<file path="src/verilog/cmd_cfg_pkg.sv">
// Constants shared by the command behaviour configuration bank
package cmd_cfg_pkg;
    // Instruction codes
    localparam logic [7:0] OP_REG_READ = 8'h65;
    localparam logic [7:0] OP_REG_WRITE = 8'h71;
    localparam logic [7:0] OP_BURST_SET = 8'hC0;
    localparam logic [7:0] OP_CODE_30 = 8'h30;
    localparam logic [7:0] OP_LEGACY_RESET = 8'hF0;
    localparam logic [7:0] OP_RESET_ENABLE = 8'h66;
    localparam logic [7:0] OP_RESET = 8'h99;
    localparam logic [7:0] OP_BLOCK_ERASE_3B = 8'hD8;
    localparam logic [7:0] OP_BLOCK_ERASE_4B = 8'hDC;

    // Register addresses seen by the generic register commands
    localparam logic [23:0] ADDR_CMD_NV = 24'h000004;
    localparam logic [23:0] ADDR_BURST_NV = 24'h000005;
    localparam logic [23:0] ADDR_CMD_V = 24'h800004;
    localparam logic [23:0] ADDR_BURST_V = 24'h800005;

    // Command configuration field positions
    localparam int CMD_BLANK_CHECK_BIT = 5;
    localparam int CMD_PAGE_WRAP_BIT = 4;
    localparam int CMD_PARAM_DISABLE_BIT = 3;
    localparam int CMD_RESUME_SELECT_BIT = 2;
    localparam int CMD_BLOCK_SIZE_BIT = 1;
    localparam int CMD_LEGACY_RESET_BIT = 0;
    localparam logic [7:0] CMD_WRITABLE_MASK = 8'h3F;
    localparam logic [7:0] CMD_V_WRITE_MASK = 8'h37;

    // Burst configuration field positions
    localparam int BURST_WRAP_DISABLE_BIT = 4;
    localparam int BURST_LEN_LSB = 0;
    localparam logic [7:0] BURST_MASK = 8'h13;

    // Values after power-on
    localparam logic [7:0] CMD_NV_RESET = 8'h00;
    localparam logic [7:0] BURST_NV_RESET = 8'h00;

    // Page buffer geometry
    localparam logic [8:0] PAGE_SMALL_MASK = 9'h0FF;
    localparam logic [8:0] PAGE_LARGE_MASK = 9'h1FF;

    // Parameter sector overlay size in bytes
    localparam int PARAM_REGION_BYTES = 32768;

    typedef enum logic [1:0] {
        ERS_IDLE,
        ERS_SCAN
    } erase_state_t;
endpackage

</file>
<file path="src/verilog/cmd_cfg_bank.sv">
// Command behaviour configuration bank of the serial flash
`timescale 1ns/1ps
module cmd_cfg_bank #(
    parameter int ARRAY_ADDR_W = 24,
    parameter bit PARAM_AT_TOP = 1'b0
) (
    input wire logic clk,
    input wire logic rst,
    // Hardware reset pin, active low, asynchronous to clk
    input wire logic hw_reset_n,
    // Decoded command from the serial front end
    input wire logic cmd_valid,
    input wire logic [7:0] cmd_opcode,
    input wire logic [23:0] cmd_addr,
    input wire logic [7:0] cmd_wdata,
    // Register read answer
    output logic rd_valid,
    output logic [7:0] rd_data,
    // Command side effects
    output logic resume_pulse,
    output logic clear_status_pulse,
    output logic soft_reset_pulse,
    // Live settings
    output logic blank_check_en,
    output logic page_buffer_512,
    output logic param_sectors_present,
    output logic block_erase_256k,
    output logic legacy_reset_en,
    output logic [1:0] burst_wrap_length,
    // Erase request and array sector scan
    input wire logic erase_req,
    input wire logic [ARRAY_ADDR_W-1:0] erase_addr,
    input wire logic prior_erase_ok,
    input wire logic scan_zero_found,
    input wire logic scan_done,
    output logic scan_busy,
    output logic erase_go,
    output logic erase_skip,
    output logic erase_hits_param,
    // Page buffer loading
    input wire logic pgm_start,
    input wire logic [8:0] pgm_offset,
    input wire logic pgm_byte,
    output logic [8:0] pgm_buf_index,
    // Main array read wrap qualification
    input wire logic read_is_array,
    input wire logic read_is_quad_io,
    output logic burst_wrap_active
);

    initial begin
        if (ARRAY_ADDR_W < 16 || ARRAY_ADDR_W > 32) begin
            $error("cmd_cfg_bank: ARRAY_ADDR_W out of range");
        end
    end

    typedef struct packed {
        logic [7:0] cmd_nv;
        logic [7:0] cmd_v;
        logic [7:0] burst_nv;
        logic [7:0] burst_v;
        logic reset_armed;
        logic hw_sync1;
        logic hw_sync2;
        logic rd_valid;
        logic [7:0] rd_data;
        logic resume_p;
        logic clear_p;
        logic soft_reset_p;
        cmd_cfg_pkg::erase_state_t ers;
        logic erase_go;
        logic erase_skip;
        logic [8:0] buf_index;
    } state_t;

    state_t state_reg;
    state_t state_next;

    // Next load slot: the mask decides the wrap point
    function automatic logic [8:0] next_index(input logic [8:0] idx, input logic wide);
        logic [8:0] mask;
        mask = wide ? cmd_cfg_pkg::PAGE_LARGE_MASK : cmd_cfg_pkg::PAGE_SMALL_MASK;
        next_index = (idx + 9'h001) & mask;
    endfunction

    logic hw_reset_req;
    logic do_reload;
    logic is_reg_write;
    logic [ARRAY_ADDR_W-1:0] region_base;

    assign hw_reset_req = ~state_reg.hw_sync2;
    assign is_reg_write = cmd_valid && cmd_opcode == cmd_cfg_pkg::OP_REG_WRITE;
    assign do_reload = state_reg.soft_reset_p || hw_reset_req;

    always_comb begin
        state_next = state_reg;
        state_next.hw_sync1 = hw_reset_n;
        state_next.hw_sync2 = state_reg.hw_sync1;
        state_next.rd_valid = 1'b0;
        state_next.resume_p = 1'b0;
        state_next.clear_p = 1'b0;
        state_next.soft_reset_p = 1'b0;
        state_next.erase_go = 1'b0;
        state_next.erase_skip = 1'b0;

        if (cmd_valid) begin
            // Only an immediately following 99h completes the reset pair
            state_next.reset_armed = cmd_opcode == cmd_cfg_pkg::OP_RESET_ENABLE;
            if (cmd_opcode == cmd_cfg_pkg::OP_RESET && state_reg.reset_armed) begin
                state_next.soft_reset_p = 1'b1;
            end
            if (cmd_opcode == cmd_cfg_pkg::OP_LEGACY_RESET
                && state_reg.cmd_v[cmd_cfg_pkg::CMD_LEGACY_RESET_BIT]) begin
                state_next.soft_reset_p = 1'b1;
            end
            if (cmd_opcode == cmd_cfg_pkg::OP_CODE_30) begin
                if (state_reg.cmd_v[cmd_cfg_pkg::CMD_RESUME_SELECT_BIT]) begin
                    state_next.resume_p = 1'b1;
                end else begin
                    state_next.clear_p = 1'b1;
                end
            end
            if (cmd_opcode == cmd_cfg_pkg::OP_REG_READ) begin
                state_next.rd_valid = 1'b1;
                if (cmd_addr == cmd_cfg_pkg::ADDR_CMD_NV) begin
                    state_next.rd_data = state_reg.cmd_nv;
                end else if (cmd_addr == cmd_cfg_pkg::ADDR_CMD_V) begin
                    state_next.rd_data = state_reg.cmd_v;
                end else if (cmd_addr == cmd_cfg_pkg::ADDR_BURST_NV) begin
                    state_next.rd_data = state_reg.burst_nv;
                end else if (cmd_addr == cmd_cfg_pkg::ADDR_BURST_V) begin
                    state_next.rd_data = state_reg.burst_v;
                end else begin
                    state_next.rd_data = 8'h00;
                end
            end
        end

        if (is_reg_write) begin
            // One-time bits can only move away from the shipped zero
            if (cmd_addr == cmd_cfg_pkg::ADDR_CMD_NV) begin
                state_next.cmd_nv = state_reg.cmd_nv
                    | (cmd_wdata & cmd_cfg_pkg::CMD_WRITABLE_MASK);
            end else if (cmd_addr == cmd_cfg_pkg::ADDR_CMD_V) begin
                // Parameter-sector bit is read only here, so a stray host write is harmless
                state_next.cmd_v = (state_reg.cmd_v & ~cmd_cfg_pkg::CMD_V_WRITE_MASK)
                    | (cmd_wdata & cmd_cfg_pkg::CMD_V_WRITE_MASK);
            end else if (cmd_addr == cmd_cfg_pkg::ADDR_BURST_NV) begin
                state_next.burst_nv = state_reg.burst_nv
                    | (cmd_wdata & cmd_cfg_pkg::BURST_MASK);
            end else if (cmd_addr == cmd_cfg_pkg::ADDR_BURST_V) begin
                state_next.burst_v = cmd_wdata & cmd_cfg_pkg::BURST_MASK;
            end
        end
        if (cmd_valid && cmd_opcode == cmd_cfg_pkg::OP_BURST_SET) begin
            state_next.burst_v = cmd_wdata & cmd_cfg_pkg::BURST_MASK;
        end

        if (do_reload) begin
            state_next.cmd_v = state_reg.cmd_nv;
            state_next.burst_v = state_reg.burst_nv;
            state_next.reset_armed = 1'b0;
        end

        case (state_reg.ers)
            cmd_cfg_pkg::ERS_IDLE: begin
                if (erase_req && !do_reload) begin
                    if (!state_reg.cmd_v[cmd_cfg_pkg::CMD_BLANK_CHECK_BIT]
                        || !prior_erase_ok) begin
                        state_next.erase_go = 1'b1;
                    end else begin
                        state_next.ers = cmd_cfg_pkg::ERS_SCAN;
                    end
                end
            end
            cmd_cfg_pkg::ERS_SCAN: begin
                if (do_reload) begin
                    state_next.ers = cmd_cfg_pkg::ERS_IDLE;
                end else if (scan_zero_found) begin
                    state_next.erase_go = 1'b1;
                    state_next.ers = cmd_cfg_pkg::ERS_IDLE;
                end else if (scan_done) begin
                    state_next.erase_skip = 1'b1;
                    state_next.ers = cmd_cfg_pkg::ERS_IDLE;
                end
            end
            default: begin
                state_next.ers = cmd_cfg_pkg::ERS_IDLE;
            end
        endcase

        if (pgm_start) begin
            state_next.buf_index = pgm_offset
                & (state_reg.cmd_v[cmd_cfg_pkg::CMD_PAGE_WRAP_BIT]
                   ? cmd_cfg_pkg::PAGE_LARGE_MASK : cmd_cfg_pkg::PAGE_SMALL_MASK);
        end else if (pgm_byte) begin
            state_next.buf_index = next_index(state_reg.buf_index,
                state_reg.cmd_v[cmd_cfg_pkg::CMD_PAGE_WRAP_BIT]);
        end
    end

    always_ff @(posedge clk) begin
        if (rst) begin
            state_reg <= '0;
            state_reg.cmd_nv <= cmd_cfg_pkg::CMD_NV_RESET;
            state_reg.cmd_v <= cmd_cfg_pkg::CMD_NV_RESET;
            state_reg.burst_nv <= cmd_cfg_pkg::BURST_NV_RESET;
            state_reg.burst_v <= cmd_cfg_pkg::BURST_NV_RESET;
            state_reg.hw_sync1 <= 1'b1;
            state_reg.hw_sync2 <= 1'b1;
            state_reg.ers <= cmd_cfg_pkg::ERS_IDLE;
        end else begin
            state_reg <= state_next;
        end
    end

    // Parameter region: top or bottom 32 kB of the array
    assign region_base = PARAM_AT_TOP
        ? ARRAY_ADDR_W'({ARRAY_ADDR_W{1'b1}} - ARRAY_ADDR_W'(cmd_cfg_pkg::PARAM_REGION_BYTES - 1))
        : '0;
    assign erase_hits_param = param_sectors_present
        && (erase_addr >= region_base)
        && (erase_addr - region_base < ARRAY_ADDR_W'(cmd_cfg_pkg::PARAM_REGION_BYTES));

    assign rd_valid = state_reg.rd_valid;
    assign rd_data = state_reg.rd_data;
    assign resume_pulse = state_reg.resume_p;
    assign clear_status_pulse = state_reg.clear_p;
    assign soft_reset_pulse = state_reg.soft_reset_p;
    assign blank_check_en = state_reg.cmd_v[cmd_cfg_pkg::CMD_BLANK_CHECK_BIT];
    assign page_buffer_512 = state_reg.cmd_v[cmd_cfg_pkg::CMD_PAGE_WRAP_BIT];
    assign param_sectors_present =
        !state_reg.cmd_v[cmd_cfg_pkg::CMD_PARAM_DISABLE_BIT];
    assign block_erase_256k = state_reg.cmd_v[cmd_cfg_pkg::CMD_BLOCK_SIZE_BIT];
    assign legacy_reset_en = state_reg.cmd_v[cmd_cfg_pkg::CMD_LEGACY_RESET_BIT];
    assign burst_wrap_length = state_reg.burst_v[cmd_cfg_pkg::BURST_LEN_LSB +: 2];
    assign burst_wrap_active = read_is_array && read_is_quad_io
        && !state_reg.burst_v[cmd_cfg_pkg::BURST_WRAP_DISABLE_BIT];
    assign scan_busy = state_reg.ers == cmd_cfg_pkg::ERS_SCAN;
    assign erase_go = state_reg.erase_go;
    assign erase_skip = state_reg.erase_skip;
    assign pgm_buf_index = state_reg.buf_index;

    logic cmd_v_hi_zero;
    assign cmd_v_hi_zero = state_reg.cmd_v[7:6] == 2'b00;
endmodule

</file>
<file path="config.mk">
export PLATFORM = sky130hd
export DESIGN_NAME = cmd_cfg_bank
export DESIGN_NICKNAME = d
export VERILOG_FILES = /design/src/verilog/cmd_cfg_pkg.sv /design/src/verilog/cmd_cfg_bank.sv
export SDC_FILE = /design/constraint.sdc
export NUM_CORES = 1
export LEC_CHECK = 0
export ABC_CLOCK_PERIOD_IN_PS = 4100
export BUFFER_PORTS_ARGS = -buffer_cell sky130_fd_sc_hd__buf_2
export CORE_MARGIN = 4
export CORE_UTILIZATION = 49
export DETAILED_ROUTE_END_ITERATION = 6
export GPL_TIMING_DRIVEN = 0
export PLACE_DENSITY = 0.85
export SKIP_CTS_REPAIR_TIMING = 1
export SYNTH_ARGS = -nofsm -noshare
export SYNTH_HDL_FRONTEND = slang
export SYNTH_SLANG_ARGS = --single-unit
</file>
<file path="constraint.sdc">
create_clock -name clk -period 4.1 [get_ports clk]
set_input_delay 0.615 -clock clk [delete_from_list [all_inputs] [get_ports clk]]
set_output_delay 0.615 -clock clk [all_outputs]
set_load 0.01 [all_outputs]
</file>
# Yosys cells after proc, flatten, opt, wreduce, memory -nomap -nowiden
# Cells that the tools add are included.
# op_classes
add_sub_neg,1
n_eq_ne,19
muxes,35
n_bitwise,11
n_reduce_logical,32
n_lt_le_gt_ge,2
# op_table
operator,count
$mux W8,10
$eq A24 B24 Y1 const B,2
$eq A24 B3 Y1 const B,2
$mux W24,2
$mux W9,5
$eq A8 B7 Y1 const B,3
$eq A8 B8 Y1 const B,3
$ge A24 B1 Y1 const B,1
$lt A24 B16 Y1 const B,1
$and A9 B9 Y9,2
$mux W16,1
$or A8 B6 Y8,2
$mux W2,5
$add A9 B1 Y9 const B,1
$logic_and A1 B1 Y1,9
$mux W1,9
$ne A3 B2 Y1 const B,3
$eq A8 B6 Y1 const B,1
$or A8 B5 Y8,1
$ne A2 B2 Y1 const B,3
$not A1 Y1,6
$reduce_and A3 Y1,2
$reduce_bool A2 Y1,3
$reduce_bool A3 Y1,2
14 further kinds,21
# word_totals
word_cells,116
ff_bits,60
in_bits,85
output_inout_bits,33

# Logic depth before layout (Yosys ltp)
# depth
ltp_word,8
ltp_mapped,6
mapped_depth_nobuf,6

# Least setup slack after synthesis
# OpenSTA, ideal clock, no wires.
# synth_timing
kind,in2reg
from,in cmd_addr[18]
to,reg state_reg (netlist bit blank_check_en)
path_stages,5
required_ns,3.979
slack_ns,1.847
setup_ns,0.121
t_arrival_ns,2.132
n_path_buf,0
cell_sequence,or4_4 > or2_4 > nor4_4 > nor3b_1 > nor3_1
# synth_between
elab_chain_cells,3
elab_cells_between_ends,5
cone_classes,3 x eq/ne; 2 x reduce/logical
# synth_rtl
item,line_no,text
from (decl),cmd_cfg_bank.sv:14,"input wire logic [23:0] cmd_addr,"
$eq A24 B3 Y1 / $eq A24 B24 Y1 (equally long branches),"cmd_cfg_bank.sv:141, cmd_cfg_bank.sv:144",
$ne A2 B2 Y1 (no source line) / $reduce_bool A2 Y1 (equally long branches),-,
$reduce_and A3 Y1 (no source line) *,-,
to (signal assigned),cmd_cfg_bank.sv:213,state_reg <= state_next;
to (decl),cmd_cfg_bank.sv:76,state_t state_reg;
# Mark *: on every way between the ends. The rest lies on a longest branch, timed or not.
# A chain may end at the register's enable or synchronous reset.

# Final worst setup path
# layout_timing
from,in cmd_addr[5]
to,reg state_reg (netlist bit legacy_reset_en)
# Same word-level chain as after synthesis.

==> results.cfg <==
[cts]
cts_tree = done
h-tree-depth = 2
path_clk_slew_ps = 80
cts_buffers = 5
clock_sinks = 44
insertion_delay_ps = 300
ctsLongestPathBuffers = 2
cts_root_buf = clkbuf_8

[hold_path]
hold_class = flop to flop

[cells_and_area]
finalCoreUtilization = 0.650
multi_input_area_sq_um = 1270
syn2layout_area_growth_pct = 28.7
drive_gt1_frac = 0.357
nNetsFinal = 472
num-fill-cells = 419
largest_reg_flops = 15
seq_area_sq_um = 881
num_antenna_cells = 0

[floorplanning]
fp.dieW_um = 77.5
coreArea_sq_um = 4690
die_area_sq_um = 6010
initial_core_util = 0.505
fp.dieH_um = 77.5
ioPinCount = 118
rows = 25

[synth]
synthMuxAreaShare = 0.0354
synth-seq-cells = 44
synthArstFlopShare = 0
synth_top_family_by_area = simple AND/OR/NAND/NOR gates
ys_types = 47
yosys.area_share.simple = 0.332
netlist_instances = 281
seq_area_frac_synth = 0.372
synth-compound-area-share = 0.136
synthAdderAreaFrac = 0.00528
ys.flop_type = dfxtp_1
yosys_warnings = 0
avgSynthCellArea_sq_um = 8.43
synth-xor-area-share = 0.0259
syn_nets = 367
synth.cell_area_sq_um = 2370
synth-edff-count = 0

[setup_path]
worstSetupPathType = input pin to flop
path_delay_family = simple AND/OR/NAND/NOR gates
worst-path-buf-inv = 1
cp_slowest_stage_delay_ps = 600
critPathSlowestCell = nor4_4
crit_chain = buf_2, nor4_1, nand4b_1, nor4_4, nor3b_1, nor3_1
endpoint_kind = flop
crit_arrival_ps = 2510
start_kind = input pin
worst-path-max-fanout = 10
cp.required_ps = 4280

[drt]
wl_per_cell_um = 14.5
wirelength_um = 6400
route.detailed.drc = 0
postRouteAntennaNets = 0
vias = 2428
viasPerCell = 5.51
drt_iter0_drc = 119
dr.pass1.iters = 4

[power]
cellLeakagePower_nw = 1.45
p_seq_frac = 0.485
power_frac_clock = 0.382
p_int_w = 0.000699
p_switching_w = 0.000226
powerDensity_nw_per_um2 = 303
p_comb_frac = 0.134
ir_worst_vdd_v = 0.000191
switching_share = 0.244
p_total_w = 0.000924

[sta]
setup_viol = 0
hold_ws_ps = 421
fin_crit_sh = 0.566
fmax_ghz = 0.431
period_minus_slack_ps = 2320
finalHoldViolations = 0
tightest_slew_ps = 569
rsz0062_at_grt = false
relSlewSlack = 0.617
drv_slew = 0
clock_skew_ps = 11.4
timing.setup.tns_ps = 0

[run]
max_cap_violations = 0

[placement]
hpwl_um = 5010
port_buffers = 98
place.gp.congestion = 0.859

[run_status]
outcome = complete, no violations

[global_routing]
track_usage = 0.212
overflow = 0
grt_max_degree = 15
antenna_found_initial = 0
grt_pass1_wl_um = 10400
grt_pass1_vias = 2287
[synthesized netlist by cell type, types with 2 or more instances]
cell type,n,share of area
mux2_2,3,0.014
or2_2,2,0.0053
nor3b_1,6,0.019
nand4b_1,5,0.018
and3_1,4,0.011
buf_4,19,0.060
o21ai_0,4,0.0085
a211oi_1,3,0.0095
or3_1,2,0.0053
nor3_1,17,0.036
a22o_1,3,0.011
nor2b_1,6,0.016
mux2i_1,5,0.021
clkbuf_1,12,0.019
a31oi_1,5,0.013
xnor2_1,2,0.0074
a21oi_1,18,0.038
and4b_1,2,0.0085
or4_1,2,0.0063
nor4_4,2,0.018
nor4_1,6,0.016
o21bai_1,2,0.0063
xor2_1,5,0.018
and3b_1,2,0.0074
a211o_1,3,0.011
nand3_1,6,0.013
a221oi_1,6,0.022
nor2_1,33,0.052
and2_1,4,0.011
dfxtp_1,44,0.37
inv_1,9,0.014
nand4_1,3,0.0079
nand2_1,18,0.029
nand2b_1,3,0.0079
a21o_1,3,0.0095
[cells by family after synthesis]
logic type,after synthesis
and+or+nand+nor,132
buffers and inverters,40
xor gates and xnor gates,7
AOI/OAI and AO/OA,49
muxes,8
adders and majority gates,1
DFF,44
[area by class of cell]
type / count / area share
multi-input combinational: 197 / 0.415
clock buffer: 6 / 0.0271
timing repair buffer: 98 / 0.161
inverter: 9 / 0.0111
clock inverter: 2 / 0.0127
sequential: 44 / 0.289
tap: 54 / 0.0222
buffer: 31 / 0.0616
[layout by cell type, fill, tap and decap left out, types with 4 or more instances in the layout]
master / instances
dfxtp_1: 44
nand3_1: 6
nor3b_1: 6
inv_1: 9
nor3_1: 17
a21oi_1: 18
nor2b_1: 6
buf_4: 19
clkbuf_1: 12
xor2_1: 5
and2_1: 4
nand4b_1: 5
a31oi_1: 5
o21ai_0: 4
and3_1: 4
a221oi_1: 6
mux2i_1: 5
nor2_1: 33
buf_2: 98
nand2_1: 18
clkbuf_8: 6
nor4_1: 6
[per-layer routing]
metal	part of all wire	vias up	wire length [um]	track usage
met5	0	-	0	0
met4	0.020	0	127	0.0730
met3	0.058	15	368	0.0522
met2	0.51	82	3250	0.375
met1	0.41	1130	2650	0.247
li1	-	1201	-	-
[through the flow]
stage / setup slack [ps] / cell area [sq um] / instances
2_1_floorplan: 1850 / 2370 / 281
3_3_place_gp: 1610 / 2930 / 433
3_5_place_dp: 1520 / 2930 / 433
4_1_cts: 1850 / 3050 / 441
5_1_grt: 1590 / 3050 / 441
6_report: 1780 / 3050 / 441
[worst paths after layout]
check	from	endpoint	slack, ps	cells past startpoint
min	state_next[25]	state_reg[25]	420	1
max	cmd_addr[5]	legacy_reset_en	1780	6
max reg2reg	soft_reset_pulse	burst_wrap_length[0]	2270	5
min reg2reg	state_next[25]	state_reg[25]	420	1
[power by group through the flow]
stage / Combinational, W / Clock, W / Sequential [W]
2_1_floorplan: 0.0000635 / 0 / 0.000457
3_3_place_gp: 0.000118 / 0 / 0.000458
3_5_place_dp: 0.000122 / 0 / 0.000458
4_1_cts: 0.000123 / 0.000355 / 0.000448
5_1_grt: 0.000136 / 0.000375 / 0.000450
6_report: 0.000123 / 0.000353 / 0.000448
No activity file was read; power rests on OpenSTA's default activity.
